## src/lvt_regs.svh

```systemverilog
// register indices, field layout, reset values and timing counts for the video timing block
`ifndef LVT_REGS_SVH
`define LVT_REGS_SVH

// register indices; byte address is four times the index
`define LVT_IDX_LINE_LEN_LO   8'h20
`define LVT_IDX_LINE_LEN_HI   8'h21
`define LVT_IDX_DISP_HGT_LO   8'h24
`define LVT_IDX_DISP_HGT_HI   8'h25
`define LVT_IDX_SYNC_LAG_LO   8'h28
`define LVT_IDX_SYNC_LAG_HI   8'h29
`define LVT_IDX_HPULSE_LO     8'h2C
`define LVT_IDX_HPULSE_HI     8'h2D
`define LVT_IDX_MODE          8'h18
`define LVT_IDX_STATUS        8'h40

// field layout
`define LVT_UPPER4_MSB        3
`define LVT_UPPER2_MSB        1
`define LVT_SINGLE_OUT_BIT    4

// reset values
`define LVT_RST_BYTE          8'h00
`define LVT_RST_MODE          1'b0

// timing counts in pixel clocks
`define LVT_PIPE_LAT          13'h00A
`define LVT_MIN_SYNC_LAG      12'h020

`endif

```

## src/lvt_pkg.sv

```systemverilog
// types shared by the video timing register block
package lvt_pkg;

  // timing values assembled from the split register pairs
  typedef struct packed {
    logic [11:0] line_len;
    logic [11:0] disp_height;
    logic [11:0] sync_lag;
    logic [9:0]  hpulse;
    logic        single_out;
  } lvt_cfg_t;

  // states of one sync delay channel
  typedef enum logic [1:0] {
    LVT_SD_IDLE  = 2'b00,
    LVT_SD_WAIT  = 2'b01,
    LVT_SD_PULSE = 2'b10
  } lvt_sd_state_t;

endpackage

```

## src/lvt_video_timing.sv

```systemverilog
// video timing registers on AHB-Lite, line and frame counting, sync delay
// Function
// RQ1: line length is 12 bits; upper four in bits 3:0 of upper register.
// RQ2: lower eight line-length bits fill the register just below the upper one.
// RQ3: line length serves input channel A and output A, plus B unless single.
// RQ4: display height is 12 bits split low byte and upper nibble registers.
// RQ5: display height only acts while the test pattern generator runs.
// RQ6: each hsync or vsync is delayed by a 12-bit pixel clock count.
// RQ7: programmed delay comes on top of about ten clocks pipeline latency.
// RQ8: host must program the sync delay to at least thirty-two clocks.
// RQ9: sync delay low byte in first register, high nibble in the second.
// RQ10: hsync pulse width is a 10-bit count, low byte in a full register.
// RQ11: upper two pulse-width bits sit in bits 1:0 of the next register.
// RQ12: pairs join into values; fields reset to zero; reserved bits read zero.
`timescale 1ns/100ps
`include "lvt_regs.svh"
module lvt_video_timing (
  input  wire logic        clk,
  input  wire logic        rst,
  // AHB-Lite slave
  input  wire logic        hsel,
  input  wire logic [31:0] haddr,
  input  wire logic [1:0]  htrans,
  input  wire logic        hwrite,
  input  wire logic [2:0]  hsize,
  input  wire logic [31:0] hwdata,
  input  wire logic        hready,
  output logic [31:0]      hrdata,
  output logic             hreadyout,
  output logic             hresp,
  // video side
  input  wire logic        pix_valid,
  input  wire logic        hsync_in,
  input  wire logic        vsync_in,
  input  wire logic        tpg_enable,
  output logic             chan_a_en,
  output logic             chan_b_en,
  output logic             line_done,
  output logic             frame_done,
  output logic             hsync_out,
  output logic             vsync_out,
  output lvt_pkg::lvt_cfg_t cfg
);
  // register fields
  logic [7:0]  line_lo_ff,   nxt_line_lo;
  logic [3:0]  line_hi_ff,   nxt_line_hi;
  logic [7:0]  hgt_lo_ff,    nxt_hgt_lo;
  logic [3:0]  hgt_hi_ff,    nxt_hgt_hi;
  logic [7:0]  lag_lo_ff,    nxt_lag_lo;
  logic [3:0]  lag_hi_ff,    nxt_lag_hi;
  logic [7:0]  hpw_lo_ff,    nxt_hpw_lo;
  logic [1:0]  hpw_hi_ff,    nxt_hpw_hi;
  logic        single_ff,    nxt_single;
  // bus pipeline
  logic        wr_pend_ff,   nxt_wr_pend;
  logic [7:0]  wr_idx_ff,    nxt_wr_idx;
  logic [31:0] rdata_ff,     nxt_rdata;
  // video counters
  logic [11:0] pix_cnt_ff,   nxt_pix_cnt;
  logic [11:0] row_cnt_ff,   nxt_row_cnt;
  logic        line_done_ff, nxt_line_done;
  logic        frame_done_ff, nxt_frame_done;
  logic        hs_prev_ff,   nxt_hs_prev;
  logic        vs_prev_ff,   nxt_vs_prev;
  logic        hs_trig,      vs_trig;
  logic        lag_short;
  logic        addr_phase;
  logic [7:0]  rd_idx;
  logic        hs_busy,      vs_busy;
  lvt_pkg::lvt_cfg_t cfg_w;

  // glue an upper part and a lower byte into one timing value
  function automatic logic [11:0] join12(input logic [3:0] hi, input logic [7:0] lo);
    join12 = {hi, lo}; // RQ12
  endfunction

  // word index from byte address; upper address bits must be zero to hit
  function automatic logic [7:0] word_idx(input logic [31:0] a);
    word_idx = (a[31:10] == 22'h000000) ? a[9:2] : 8'hFF;
  endfunction

  // zero-extend a full byte field to a bus word
  function automatic logic [31:0] word_of8(input logic [7:0] f);
    word_of8 = {24'h000000, f};
  endfunction

  // zero-extend a nibble field; the register's upper bits are reserved
  function automatic logic [31:0] word_of4(input logic [3:0] f);
    word_of4 = {28'h0000000, f};
  endfunction

  // assembled configuration
  always_comb begin
    cfg_w.line_len    = join12(line_hi_ff, line_lo_ff); // RQ1 RQ2
    cfg_w.disp_height = join12(hgt_hi_ff, hgt_lo_ff); // RQ4
    cfg_w.sync_lag    = join12(lag_hi_ff, lag_lo_ff); // RQ9
    cfg_w.hpulse      = {hpw_hi_ff, hpw_lo_ff}; // RQ10 RQ11
    cfg_w.single_out  = single_ff;
  end

  assign addr_phase = hsel && htrans[1] && hready;
  assign rd_idx     = word_idx(haddr);

  // short lag only flagged, logic still runs; post-write values like every other read
  assign lag_short  = (join12(nxt_lag_hi, nxt_lag_lo) < `LVT_MIN_SYNC_LAG);

  // field updates land at the edge that ends the write data phase
  always_comb begin
    nxt_line_lo = line_lo_ff;
    nxt_line_hi = line_hi_ff;
    nxt_hgt_lo  = hgt_lo_ff;
    nxt_hgt_hi  = hgt_hi_ff;
    nxt_lag_lo  = lag_lo_ff;
    nxt_lag_hi  = lag_hi_ff;
    nxt_hpw_lo  = hpw_lo_ff;
    nxt_hpw_hi  = hpw_hi_ff;
    nxt_single  = single_ff;
    if (wr_pend_ff) begin
      case (wr_idx_ff)
        `LVT_IDX_LINE_LEN_LO: nxt_line_lo = hwdata[7:0]; // RQ2
        `LVT_IDX_LINE_LEN_HI: nxt_line_hi = hwdata[`LVT_UPPER4_MSB:0]; // RQ1
        `LVT_IDX_DISP_HGT_LO: nxt_hgt_lo  = hwdata[7:0]; // RQ4
        `LVT_IDX_DISP_HGT_HI: nxt_hgt_hi  = hwdata[`LVT_UPPER4_MSB:0]; // RQ4
        `LVT_IDX_SYNC_LAG_LO: nxt_lag_lo  = hwdata[7:0]; // RQ9
        `LVT_IDX_SYNC_LAG_HI: nxt_lag_hi  = hwdata[`LVT_UPPER4_MSB:0]; // RQ9
        `LVT_IDX_HPULSE_LO:   nxt_hpw_lo  = hwdata[7:0]; // RQ10
        `LVT_IDX_HPULSE_HI:   nxt_hpw_hi  = hwdata[`LVT_UPPER2_MSB:0]; // RQ11
        `LVT_IDX_MODE:        nxt_single  = hwdata[`LVT_SINGLE_OUT_BIT];
        default: begin
        end
      endcase
    end
  end

  // write index held over, since hwdata only arrives one cycle after the address
  always_comb begin
    nxt_wr_pend = addr_phase && hwrite;
    nxt_wr_idx  = addr_phase ? rd_idx : wr_idx_ff;
  end

  // read word from post-write values, so a read right behind a write sees it
  always_comb begin
    nxt_rdata = rdata_ff;
    if (addr_phase && !hwrite) begin
      // reserved bits and unmapped words read zero
      case (rd_idx)
        `LVT_IDX_LINE_LEN_LO: nxt_rdata = word_of8(nxt_line_lo);
        `LVT_IDX_LINE_LEN_HI: nxt_rdata = word_of4(nxt_line_hi); // RQ12
        `LVT_IDX_DISP_HGT_LO: nxt_rdata = word_of8(nxt_hgt_lo);
        `LVT_IDX_DISP_HGT_HI: nxt_rdata = word_of4(nxt_hgt_hi); // RQ12
        `LVT_IDX_SYNC_LAG_LO: nxt_rdata = word_of8(nxt_lag_lo);
        `LVT_IDX_SYNC_LAG_HI: nxt_rdata = word_of4(nxt_lag_hi); // RQ12
        `LVT_IDX_HPULSE_LO:   nxt_rdata = word_of8(nxt_hpw_lo);
        `LVT_IDX_HPULSE_HI:   nxt_rdata = word_of4({2'h0, nxt_hpw_hi}); // RQ12
        `LVT_IDX_MODE:        nxt_rdata = {27'h0000000, nxt_single, 4'h0};
        `LVT_IDX_STATUS:      nxt_rdata = {4'h0, row_cnt_ff, 4'h0, 1'b0, lag_short,
                                           vs_busy, hs_busy, pix_cnt_ff[7:0]};
        default:              nxt_rdata = 32'h00000000;
      endcase
    end
  end

  // field registers; every field resets to zero
  always_ff @(posedge clk) begin
    if (rst) begin
      line_lo_ff <= `LVT_RST_BYTE; // RQ12
      line_hi_ff <= 4'h0;
      hgt_lo_ff  <= `LVT_RST_BYTE;
      hgt_hi_ff  <= 4'h0;
      lag_lo_ff  <= `LVT_RST_BYTE;
      lag_hi_ff  <= 4'h0;
      hpw_lo_ff  <= `LVT_RST_BYTE;
      hpw_hi_ff  <= 2'h0;
      single_ff  <= `LVT_RST_MODE;
    end else begin
      line_lo_ff <= nxt_line_lo;
      line_hi_ff <= nxt_line_hi;
      hgt_lo_ff  <= nxt_hgt_lo;
      hgt_hi_ff  <= nxt_hgt_hi;
      lag_lo_ff  <= nxt_lag_lo;
      lag_hi_ff  <= nxt_lag_hi;
      hpw_lo_ff  <= nxt_hpw_lo;
      hpw_hi_ff  <= nxt_hpw_hi;
      single_ff  <= nxt_single;
    end
  end

  // bus pipeline registers
  always_ff @(posedge clk) begin
    if (rst) begin
      wr_pend_ff <= 1'b0;
      wr_idx_ff  <= 8'h00;
    end else begin
      wr_pend_ff <= nxt_wr_pend;
      wr_idx_ff  <= nxt_wr_idx;
    end
  end

  // read data register; stands until the next read address phase
  always_ff @(posedge clk) begin
    if (rst) begin
      rdata_ff <= 32'h00000000;
    end else begin
      rdata_ff <= nxt_rdata;
    end
  end

  // zero wait states, always OKAY
  assign hreadyout = 1'b1;
  assign hresp     = 1'b0;
  assign hrdata    = rdata_ff;

  // active pixel and test pattern row counting
  always_comb begin
    nxt_pix_cnt    = pix_cnt_ff;
    nxt_row_cnt    = row_cnt_ff;
    nxt_line_done  = 1'b0;
    nxt_frame_done = 1'b0;
    if (pix_valid) begin
      // zero length means no line is ever closed
      if (pix_cnt_ff + 12'h001 >= cfg_w.line_len && cfg_w.line_len != 12'h000) begin // RQ3
        nxt_pix_cnt   = 12'h000;
        nxt_line_done = 1'b1;
        if (tpg_enable) begin
          if (row_cnt_ff + 12'h001 >= cfg_w.disp_height) begin // RQ5
            nxt_row_cnt    = 12'h000;
            nxt_frame_done = 1'b1;
          end else begin
            nxt_row_cnt = row_cnt_ff + 12'h001;
          end
        end
      end else begin
        nxt_pix_cnt = pix_cnt_ff + 12'h001;
      end
    end
    // bridged video keeps the row counter idle
    if (!tpg_enable) begin
      nxt_row_cnt = 12'h000; // RQ5
    end
  end

  // counter registers
  always_ff @(posedge clk) begin
    if (rst) begin
      pix_cnt_ff    <= 12'h000;
      row_cnt_ff    <= 12'h000;
      line_done_ff  <= 1'b0;
      frame_done_ff <= 1'b0;
    end else begin
      pix_cnt_ff    <= nxt_pix_cnt;
      row_cnt_ff    <= nxt_row_cnt;
      line_done_ff  <= nxt_line_done;
      frame_done_ff <= nxt_frame_done;
    end
  end

  // sync history; starts low, the idle level, so reset gives no false edge
  always_comb begin
    nxt_hs_prev = hsync_in;
    nxt_vs_prev = vsync_in;
  end

  // sync history registers
  always_ff @(posedge clk) begin
    if (rst) begin
      hs_prev_ff <= 1'b0;
      vs_prev_ff <= 1'b0;
    end else begin
      hs_prev_ff <= nxt_hs_prev;
      vs_prev_ff <= nxt_vs_prev;
    end
  end

  // rising edges of the incoming syncs start the delay channels
  assign hs_trig = hsync_in && !hs_prev_ff; // RQ6
  assign vs_trig = vsync_in && !vs_prev_ff; // RQ6

  // hsync: delayed rising edge, pulse width from the register pair
  lvt_sync_delay u_hs_delay (
    .clk      (clk),
    .rst      (rst),
    .trig     (hs_trig), // RQ6
    .lag      (cfg_w.sync_lag),
    .width    (cfg_w.hpulse), // RQ10
    .sync_out (hsync_out),
    .busy     (hs_busy)
  );

  // vsync: same lag, one-clock start marker since its width is held elsewhere
  lvt_sync_delay u_vs_delay (
    .clk      (clk),
    .rst      (rst),
    .trig     (vs_trig), // RQ6
    .lag      (cfg_w.sync_lag),
    .width    (10'h001),
    .sync_out (vsync_out),
    .busy     (vs_busy)
  );

  // channel B follows the same timing unless single output is chosen
  assign chan_a_en  = 1'b1; // RQ3
  assign chan_b_en  = !single_ff; // RQ3
  assign line_done  = line_done_ff;
  assign frame_done = frame_done_ff;
  assign cfg        = cfg_w;

endmodule // lvt_video_timing

```

## src/lvt_sync_delay.sv

```systemverilog
// one sync delay channel: programmed lag plus pipeline latency, then a timed pulse
`timescale 1ns/100ps
`include "lvt_regs.svh"
module lvt_sync_delay (
  input  wire logic        clk,
  input  wire logic        rst,
  input  wire logic        trig,
  input  wire logic [11:0] lag,
  input  wire logic [9:0]  width,
  output logic             sync_out,
  output logic             busy
);
  lvt_pkg::lvt_sd_state_t state_ff;
  lvt_pkg::lvt_sd_state_t nxt_state;
  logic [12:0]            cnt_ff;
  logic [12:0]            nxt_cnt;
  logic                   pulse_ff;
  logic                   nxt_pulse;
  logic [12:0]            total;

  // pipeline latency sits on top of the programmed lag; total is at least ten
  assign total = {1'b0, lag} + `LVT_PIPE_LAT; // RQ7

  // next state; a trigger while busy is dropped so one sync never stretches another
  always_comb begin
    nxt_state = state_ff;
    nxt_cnt   = cnt_ff;
    case (state_ff)
      lvt_pkg::LVT_SD_IDLE: begin
        if (trig) begin
          nxt_state = lvt_pkg::LVT_SD_WAIT;
          nxt_cnt   = total - 13'h002; // RQ6
        end
      end
      lvt_pkg::LVT_SD_WAIT: begin
        if (cnt_ff == 13'h000) begin
          nxt_state = lvt_pkg::LVT_SD_PULSE;
          nxt_cnt   = (width == 10'h000) ? 13'h000 : {3'h0, width} - 13'h001; // RQ10
        end else begin
          nxt_cnt = cnt_ff - 13'h001;
        end
      end
      lvt_pkg::LVT_SD_PULSE: begin
        if (cnt_ff == 13'h000) begin
          nxt_state = lvt_pkg::LVT_SD_IDLE;
        end else begin
          nxt_cnt = cnt_ff - 13'h001;
        end
      end
      default: begin
        nxt_state = lvt_pkg::LVT_SD_IDLE;
        nxt_cnt   = 13'h000;
      end
    endcase
    nxt_pulse = (nxt_state == lvt_pkg::LVT_SD_PULSE);
  end

  // state registers
  always_ff @(posedge clk) begin
    if (rst) begin
      state_ff <= lvt_pkg::LVT_SD_IDLE;
      cnt_ff   <= 13'h000;
      pulse_ff <= 1'b0;
    end else begin
      state_ff <= nxt_state;
      cnt_ff   <= nxt_cnt;
      pulse_ff <= nxt_pulse;
    end
  end

  assign sync_out = pulse_ff;
  assign busy     = (state_ff != lvt_pkg::LVT_SD_IDLE);

endmodule // lvt_sync_delay

```

## config.mk

```make
export PLATFORM = sky130hd
export DESIGN_NAME = lvt_video_timing
export DESIGN_NICKNAME = d
export VERILOG_FILES = /design/src/lvt_pkg.sv /design/src/lvt_video_timing.sv /design/src/lvt_sync_delay.sv
export VERILOG_INCLUDE_DIRS = /design/src
export SDC_FILE = /design/constraint.sdc
export NUM_CORES = 1
export LEC_CHECK = 0
export BUFFER_PORTS_ARGS = -buffer_cell sky130_fd_sc_hd__buf_2
export CORE_ASPECT_RATIO = 1.2
export CORE_MARGIN = 10
export CORE_UTILIZATION = 45
export DETAILED_ROUTE_END_ITERATION = 8
export HOLD_SLACK_MARGIN = 0.15
export PLACE_DENSITY = 0.69
export SETUP_SLACK_MARGIN = 0.15
export SLEW_MARGIN = 20
export SYNTH_ARGS = -nofsm -noshare
export SYNTH_HDL_FRONTEND = slang
export SYNTH_SLANG_ARGS = --single-unit
export TNS_END_PERCENT = 10
```

## constraint.sdc

```tcl
create_clock -name clk -period 4.35 [get_ports clk]
set_input_delay 0.435 -clock clk [delete_from_list [all_inputs] [get_ports clk]]
set_output_delay 0.435 -clock clk [all_outputs]
set_load 0.1 [all_outputs]
```

* Word level (Yosys, flattened, before mapping) *
Index checks and enable logic that the tools add are counted.

cells by class
  eq/ne operators = 29
  $lt $le $gt $ge = 3
  muxes and demuxes = 41
  $add $sub $neg = 7
  reductions and logical operators = 26
  bitwise gates (word level) = 3

operators by type and width
  cell                                                                    number
  28-bit one-hot mux with 10 select lines                                 1
  8-bit by 6-bit equality test with 1-bit output (second input constant)  16
  13-bit 2-to-1 mux                                                       7
  13-bit one-hot mux with 3 select lines                                  2
  8-bit 2-to-1 mux                                                        9
  13-bit zero test                                                        2
  13-bit by 1-bit subtractor with 13-bit output (second input constant)   2
  12-bit by 1-bit adder with 12-bit output (second input constant)        2
  12-bit greater-or-equal comparator                                      2
  12-bit 2-to-1 mux                                                       2
  4-bit 2-to-1 mux                                                        6
  22-bit zero test                                                        1
  8-bit by 5-bit equality test with 1-bit output (second input constant)  2
  2-bit 2-to-1 mux                                                        8
  12-bit by 4-bit adder with 13-bit output (second input constant)        1
  13-bit by 2-bit subtractor with 13-bit output (second input constant)   1
  12-bit by 6-bit < comparator with 1-bit output (second input constant)  1
  2-bit one-hot mux with 3 select lines                                   2
  12-bit nonzero test                                                     1
  10-bit by 1-bit subtractor with 11-bit output (second input constant)   1
  10-bit zero test                                                        1
  2-bit equality test (second input constant)                             4
  8-bit by 7-bit equality test with 1-bit output (second input constant)  1
  1-bit logical AND                                                       7
  11 further kinds                                                        27

word-level totals
  bits in registers = 148
  output and inout bits = 87

* Depth between registers and ports, before layout *
  word-level depth = 5
  depth in mapped cells = 13

* By module *
Synthesis repeated with hierarchy kept, for this count alone.

second synthesis, totals
  cells, all modules = 1056
  area, all modules = 8608.3 µm²

modules (own cells, without submodules)
  module                        cells an instance  area each (µm²)  times used  seq. area each (µm²)
  lvt_video_timing              683                5698.0           1           2142.1
  lvt_sync_delay at u_vs_delay  192                1514.0           1           320.3
  lvt_sync_delay at u_hs_delay  181                1396.3           1           320.3

* Worst setup path before layout *
No wires, ideal clock.

  kind = flip-flop to flip-flop
  start point = register row_cnt_ff[2]
  end point = register row_cnt_ff[4]
  buffers on the path = 1
  data arrival time = 3.066 ns
  clock period less this slack = 3.154 ns
  setup time = 0.087 ns
  cell stages (with the launch flop) = 14
  path slack = 1.196 ns
  cells stage by stage = dfxtp_1 -> nand3_1 -> or2_2 -> nor2_1 -> nand3_1 -> nor2_1 -> xor2_1 -> ha_1 -> or3_1 -> a311oi_1 -> o21ai_1 -> or3_1 -> clkbuf_1 -> o31ai_1

between the ends
  cells in the longest elaborated chain, start to end = 3

RTL lines
  element                                     line                                              RTL
  start: declaration                          lvt_video_timing.sv:60                            logic [11:0] row_cnt_ff, nxt_row_cnt;
  start signal: assignment                    lvt_video_timing.sv:251                           row_cnt_ff <= nxt_row_cnt;
  12-bit by 1-bit adder with 12-bit output *  lvt_video_timing.sv:225, lvt_video_timing.sv:229
  12-bit greater-or-equal comparator          lvt_video_timing.sv:225                           if (row_cnt_ff + 12'h001 >= cfg_w.disp_height) begin
  12-bit 2-to-1 mux *                         lvt_video_timing.sv:225

Every way passes the cells marked *; elsewhere a longest branch is shown, timed or not.
A chain may end at the register's enable or synchronous reset.

* Final worst setup path *
  start point = register row_cnt_ff[2]
  end point = register row_cnt_ff[6]

Same word-level chain as after synthesis.

==> metrics.md <==
| Metric | Value |
|---|---|
| Maximum VDD drop | `0.3068 mV` |
| H-tree depth | `4` |
| Comb pwr share | `0.283` |
| Fillcell total | `1664` |
| Cts hold-fix bufs | `0` |
| Status | `completed` |
| Worst path required time | `4.69 ns` |
| Worst r2r src | `row_cnt_ff[2]$_SDFFE_PP0P_` |
| Area Overhead vs Synth | `17.14%` |
| Period utilisation layout | `0.8579` |
| Io pins | `165` |
| Max Freq | `268.0 MHz` |
| Port-buffer cells | `122` |
| Final ANT Viol Nets | `0` |
| Antenna Cells | `0` |
| Path depth of the worst reg2reg path | `12` |
| End of the critical path | `row_cnt_ff[6]$_SDFFE_PP0P_` |
| Main flop type after synthesis | `dfxtp_1` |
| Post-CTS setup buffers | `0` |
| Root Driver | `clkbuf_16` |
| Pwr/cell area | `469.7 nW/um^2` |
| Flops & latches, synth | `139` |
| First DRT Iteration DRCs | `535` |
| CP Max Fanout | `10` |
| Setup-failing EPs final | `0` |
| Routed length on met2 | `11400 um` |
| DR WL/cell | `18.58 um` |
| Final min period | `3.732 ns` |
| Residual DRC | `0` |
| Fin nets | `1159` |
| Sw frac | `0.3409` |
| R2R Setup Slk | `0.62 ns` |
| Setup TNS Final | `0 ns` |
| P_int | `2.824 mW` |
| Initial Util | `0.4604` |
| CP Launch Type | `register` |
| Placed cells | `1248` |
| Seq pwr share | `0.342` |
| CP peak stage delay | `0.58 ns` |
| Fraction of layout cells with a size suffix above 1 | `0.1748` |
| Hold Fails Final Rpt | `0` |
| Placed Area | `8477 sq um` |
| Net switching power | `1.461 mW` |
| Die ar. | `22990 sq um` |
| Worst setup slack after placement | `0.6540 ns` |
| DR top layer | `met4` |
| Met3 wire len | `1541 um` |
| Worst slew pin tran | `0.9395 ns` |
| Crit end category | `register` |
| Max-cap violation count | `0` |
| RSZ-0062 raised after global routing | `no` |
| Die width | `140.1 um` |
| Core ar. | `16920 sq um` |
| Detail Placement HPWL | `17830 um` |
| Die Ht | `164.1 um` |
| Sequential area share after synthesis | `0.3573` |
| Mapped Area | `7789 sq um` |
| Tot Pwr | `4.285 mW` |
| Reg-to-Reg End | `row_cnt_ff[6]$_SDFFE_PP0P_` |
| Vias/cell | `5.836` |
| RePlAce Congestion | `0.8988` |
| WL final | `23790 um` |
| Syn avg cell area | `8.173 sq um` |
| Vias | `7470` |
| Area occupied by multi-input gates | `4608 sq um` |
| Total gr overflow | `0` |
| Global-route wire length before repair | `38300 um` |
| Worst Clk Skew | `0.008947 ns` |
| CTS tree | `done` |
| CP Launch Point | `row_cnt_ff[2]$_SDFFE_PP0P_` |
| Static Leak | `3.892 nW` |
| Max Root-Sink Buffers | `2` |
| Final Worst Setup Slack | `0.6181 ns` |
| Post-cts sizing count | `0` |
| Number of synthesized flops with an enable pin | `0` |
| GRT Total Usage | `0.2045` |
| Slowest CP cell | `or3_1` |
| Initial antenna violation count | `0` |
| Maximum number of pins on one net before global-route repair | `51` |
| Core Rows | `52` |
| 1st-pass router iterations | `5` |
| Async SR Flop Fraction | `0` |
| Syn. warnings | `0` |
| Clock group share of total power | `0.375` |
| CP Cell Sequence | `nand3_1 -> or2_2 -> nor2_1 -> nand3_1 -> nor2_1 -> xor2_1 -> ha_1 -> or3_1 -> a311oi_1 -> o21ai_1 -> or3_1 -> o31ai_1` |
| Relative slew slack | `0.3737` |
| Critical path arrival | `4.07 ns` |
| Num CTS Buffers | `17` |
| Yosys cell types | `68` |
| Flip-flop and latch area | `2783 sq um` |
| Most frequent cells in the layout | `139 x dfxtp_1, 121 x buf_2, 113 x nor2_1` |
| Setup CP Type | `reg2reg` |
| Clk sinks | `139` |
| Worst skew pair latency | `0.43 ns` |
| Number of global-route vias before repair | `7133` |
| Post-route cell area | `9124 sq um` |
| Slew Limit Fails | `0` |
| Post-Layout Cell Count | `1280` |
| Synth Instances | `953` |
| Clock-pin slew on the worst setup and hold paths | `0.06 ns` |
| M1 WL | `10050 um` |
| Min-Delay Path Class | `in2reg` |
| Most common cell after layout, fill and taps aside | `dfxtp_1` |
Yosys cell counts (16+ instances only):
cell type,instances,share of area
ha_1,30,0.048
inv_1,37,0.018
nor3_1,41,0.026
xor2_1,19,0.021
xnor2_1,27,0.030
nand3_1,57,0.037
dfxtp_1,139,0.36
nor2_1,113,0.054
o22ai_1,16,0.013
clkbuf_1,36,0.017
nand2_1,86,0.041
a21oi_1,47,0.030
o21ai_0,38,0.024
mux2i_1,56,0.072
nor4_1,18,0.014
power groups by stage:
stage          Combinational, mW  Sequential, mW  Clock [mW]
2_1_floorplan              0.992            1.50           0
3_3_place_gp                1.20            1.49           0
3_5_place_dp                1.20            1.49           0
4_1_cts                     1.21            1.46        1.62
5_1_grt                     1.36            1.48        1.68
6_report                    1.21            1.47        1.61
layer usage:
layer	track usage	up-vias
li1	-	3587
met3	0.04131	53
met4	0.09727	0
met2	0.3363	283
met5	0	-
met1	0.2511	3547
registers in the layout, summed over array words and instances (netlist names), 8 cells and up:
| register | count |
|---|---|
| hrdata | 23 |
| pix_cnt_ff | 12 |
| hgt_lo_ff | 8 |
| lag_lo_ff | 8 |
| hpw_lo_ff | 8 |
| u_vs_delay.cnt_ff | 13 |
| line_lo_ff | 8 |
| row_cnt_ff | 12 |
| u_hs_delay.cnt_ff | 13 |
| wr_idx_ff | 8 |
worst min path at each step:
stage,startpoint,endpoint,slack [ns],depth (start not counted)
global placement,hrdata[10]$_SDFFE_PP0P_,hrdata[10]$_SDFFE_PP0P_,0.44,2
CTS,hsync_in,hs_prev_ff$_SDFF_PP0_,0.24,2
detailed placement,hrdata[8]$_SDFFE_PP0P_,hrdata[8]$_SDFFE_PP0P_,0.44,2
global route,hsync_in,hs_prev_ff$_SDFF_PP0_,0.27,2
floorplan,u_hs_delay.cnt_ff[5]$_SDFFE_PP0P_,u_hs_delay.cnt_ff[5]$_SDFFE_PP0P_,0.44,2
finish,hsync_in,hs_prev_ff$_SDFF_PP0_,0.25,2
per-stage QoR:
step                hold slack (ns)  utilization
global placement             0.4387       0.5011
finish                       0.2483       0.5393
floorplan                    0.4441            -
CTS                          0.2361       0.5393
detailed placement           0.4400       0.5011
global route                 0.2731       0.5393
cell families after synthesis:
logic type / synth area share
buffers and inverters: 0.05590
adder cells (fa/ha/maj): 0.04819
other: 0.0009642
AND/OR/NAND/NOR: 0.2467
flip-flops: 0.3573
AO/OA/AOI/OAI: 0.1576
multiplexers: 0.08161
XOR/XNOR: 0.05173
final cells by class:
class | instances | area share
flip-flops and latches | 139 | 0.3050
well taps | 216 | 0.02962
inverters | 38 | 0.01563
clock buffers | 17 | 0.04663
multi-input cells | 725 | 0.5051
repair buffers | 130 | 0.07378
clock inverters | 15 | 0.02427
critical path: cells and delay by family, from the launching register on:
family                     cells  cell delay (ns)
and+or+nand+nor                7             2.07
AOI/OAI and AO/OA              3             0.84
DFF                            1             0.44
adders and majority gates      1             0.20
xor gates and xnor gates       1             0.10
Power figures use the tool's default switching activity.
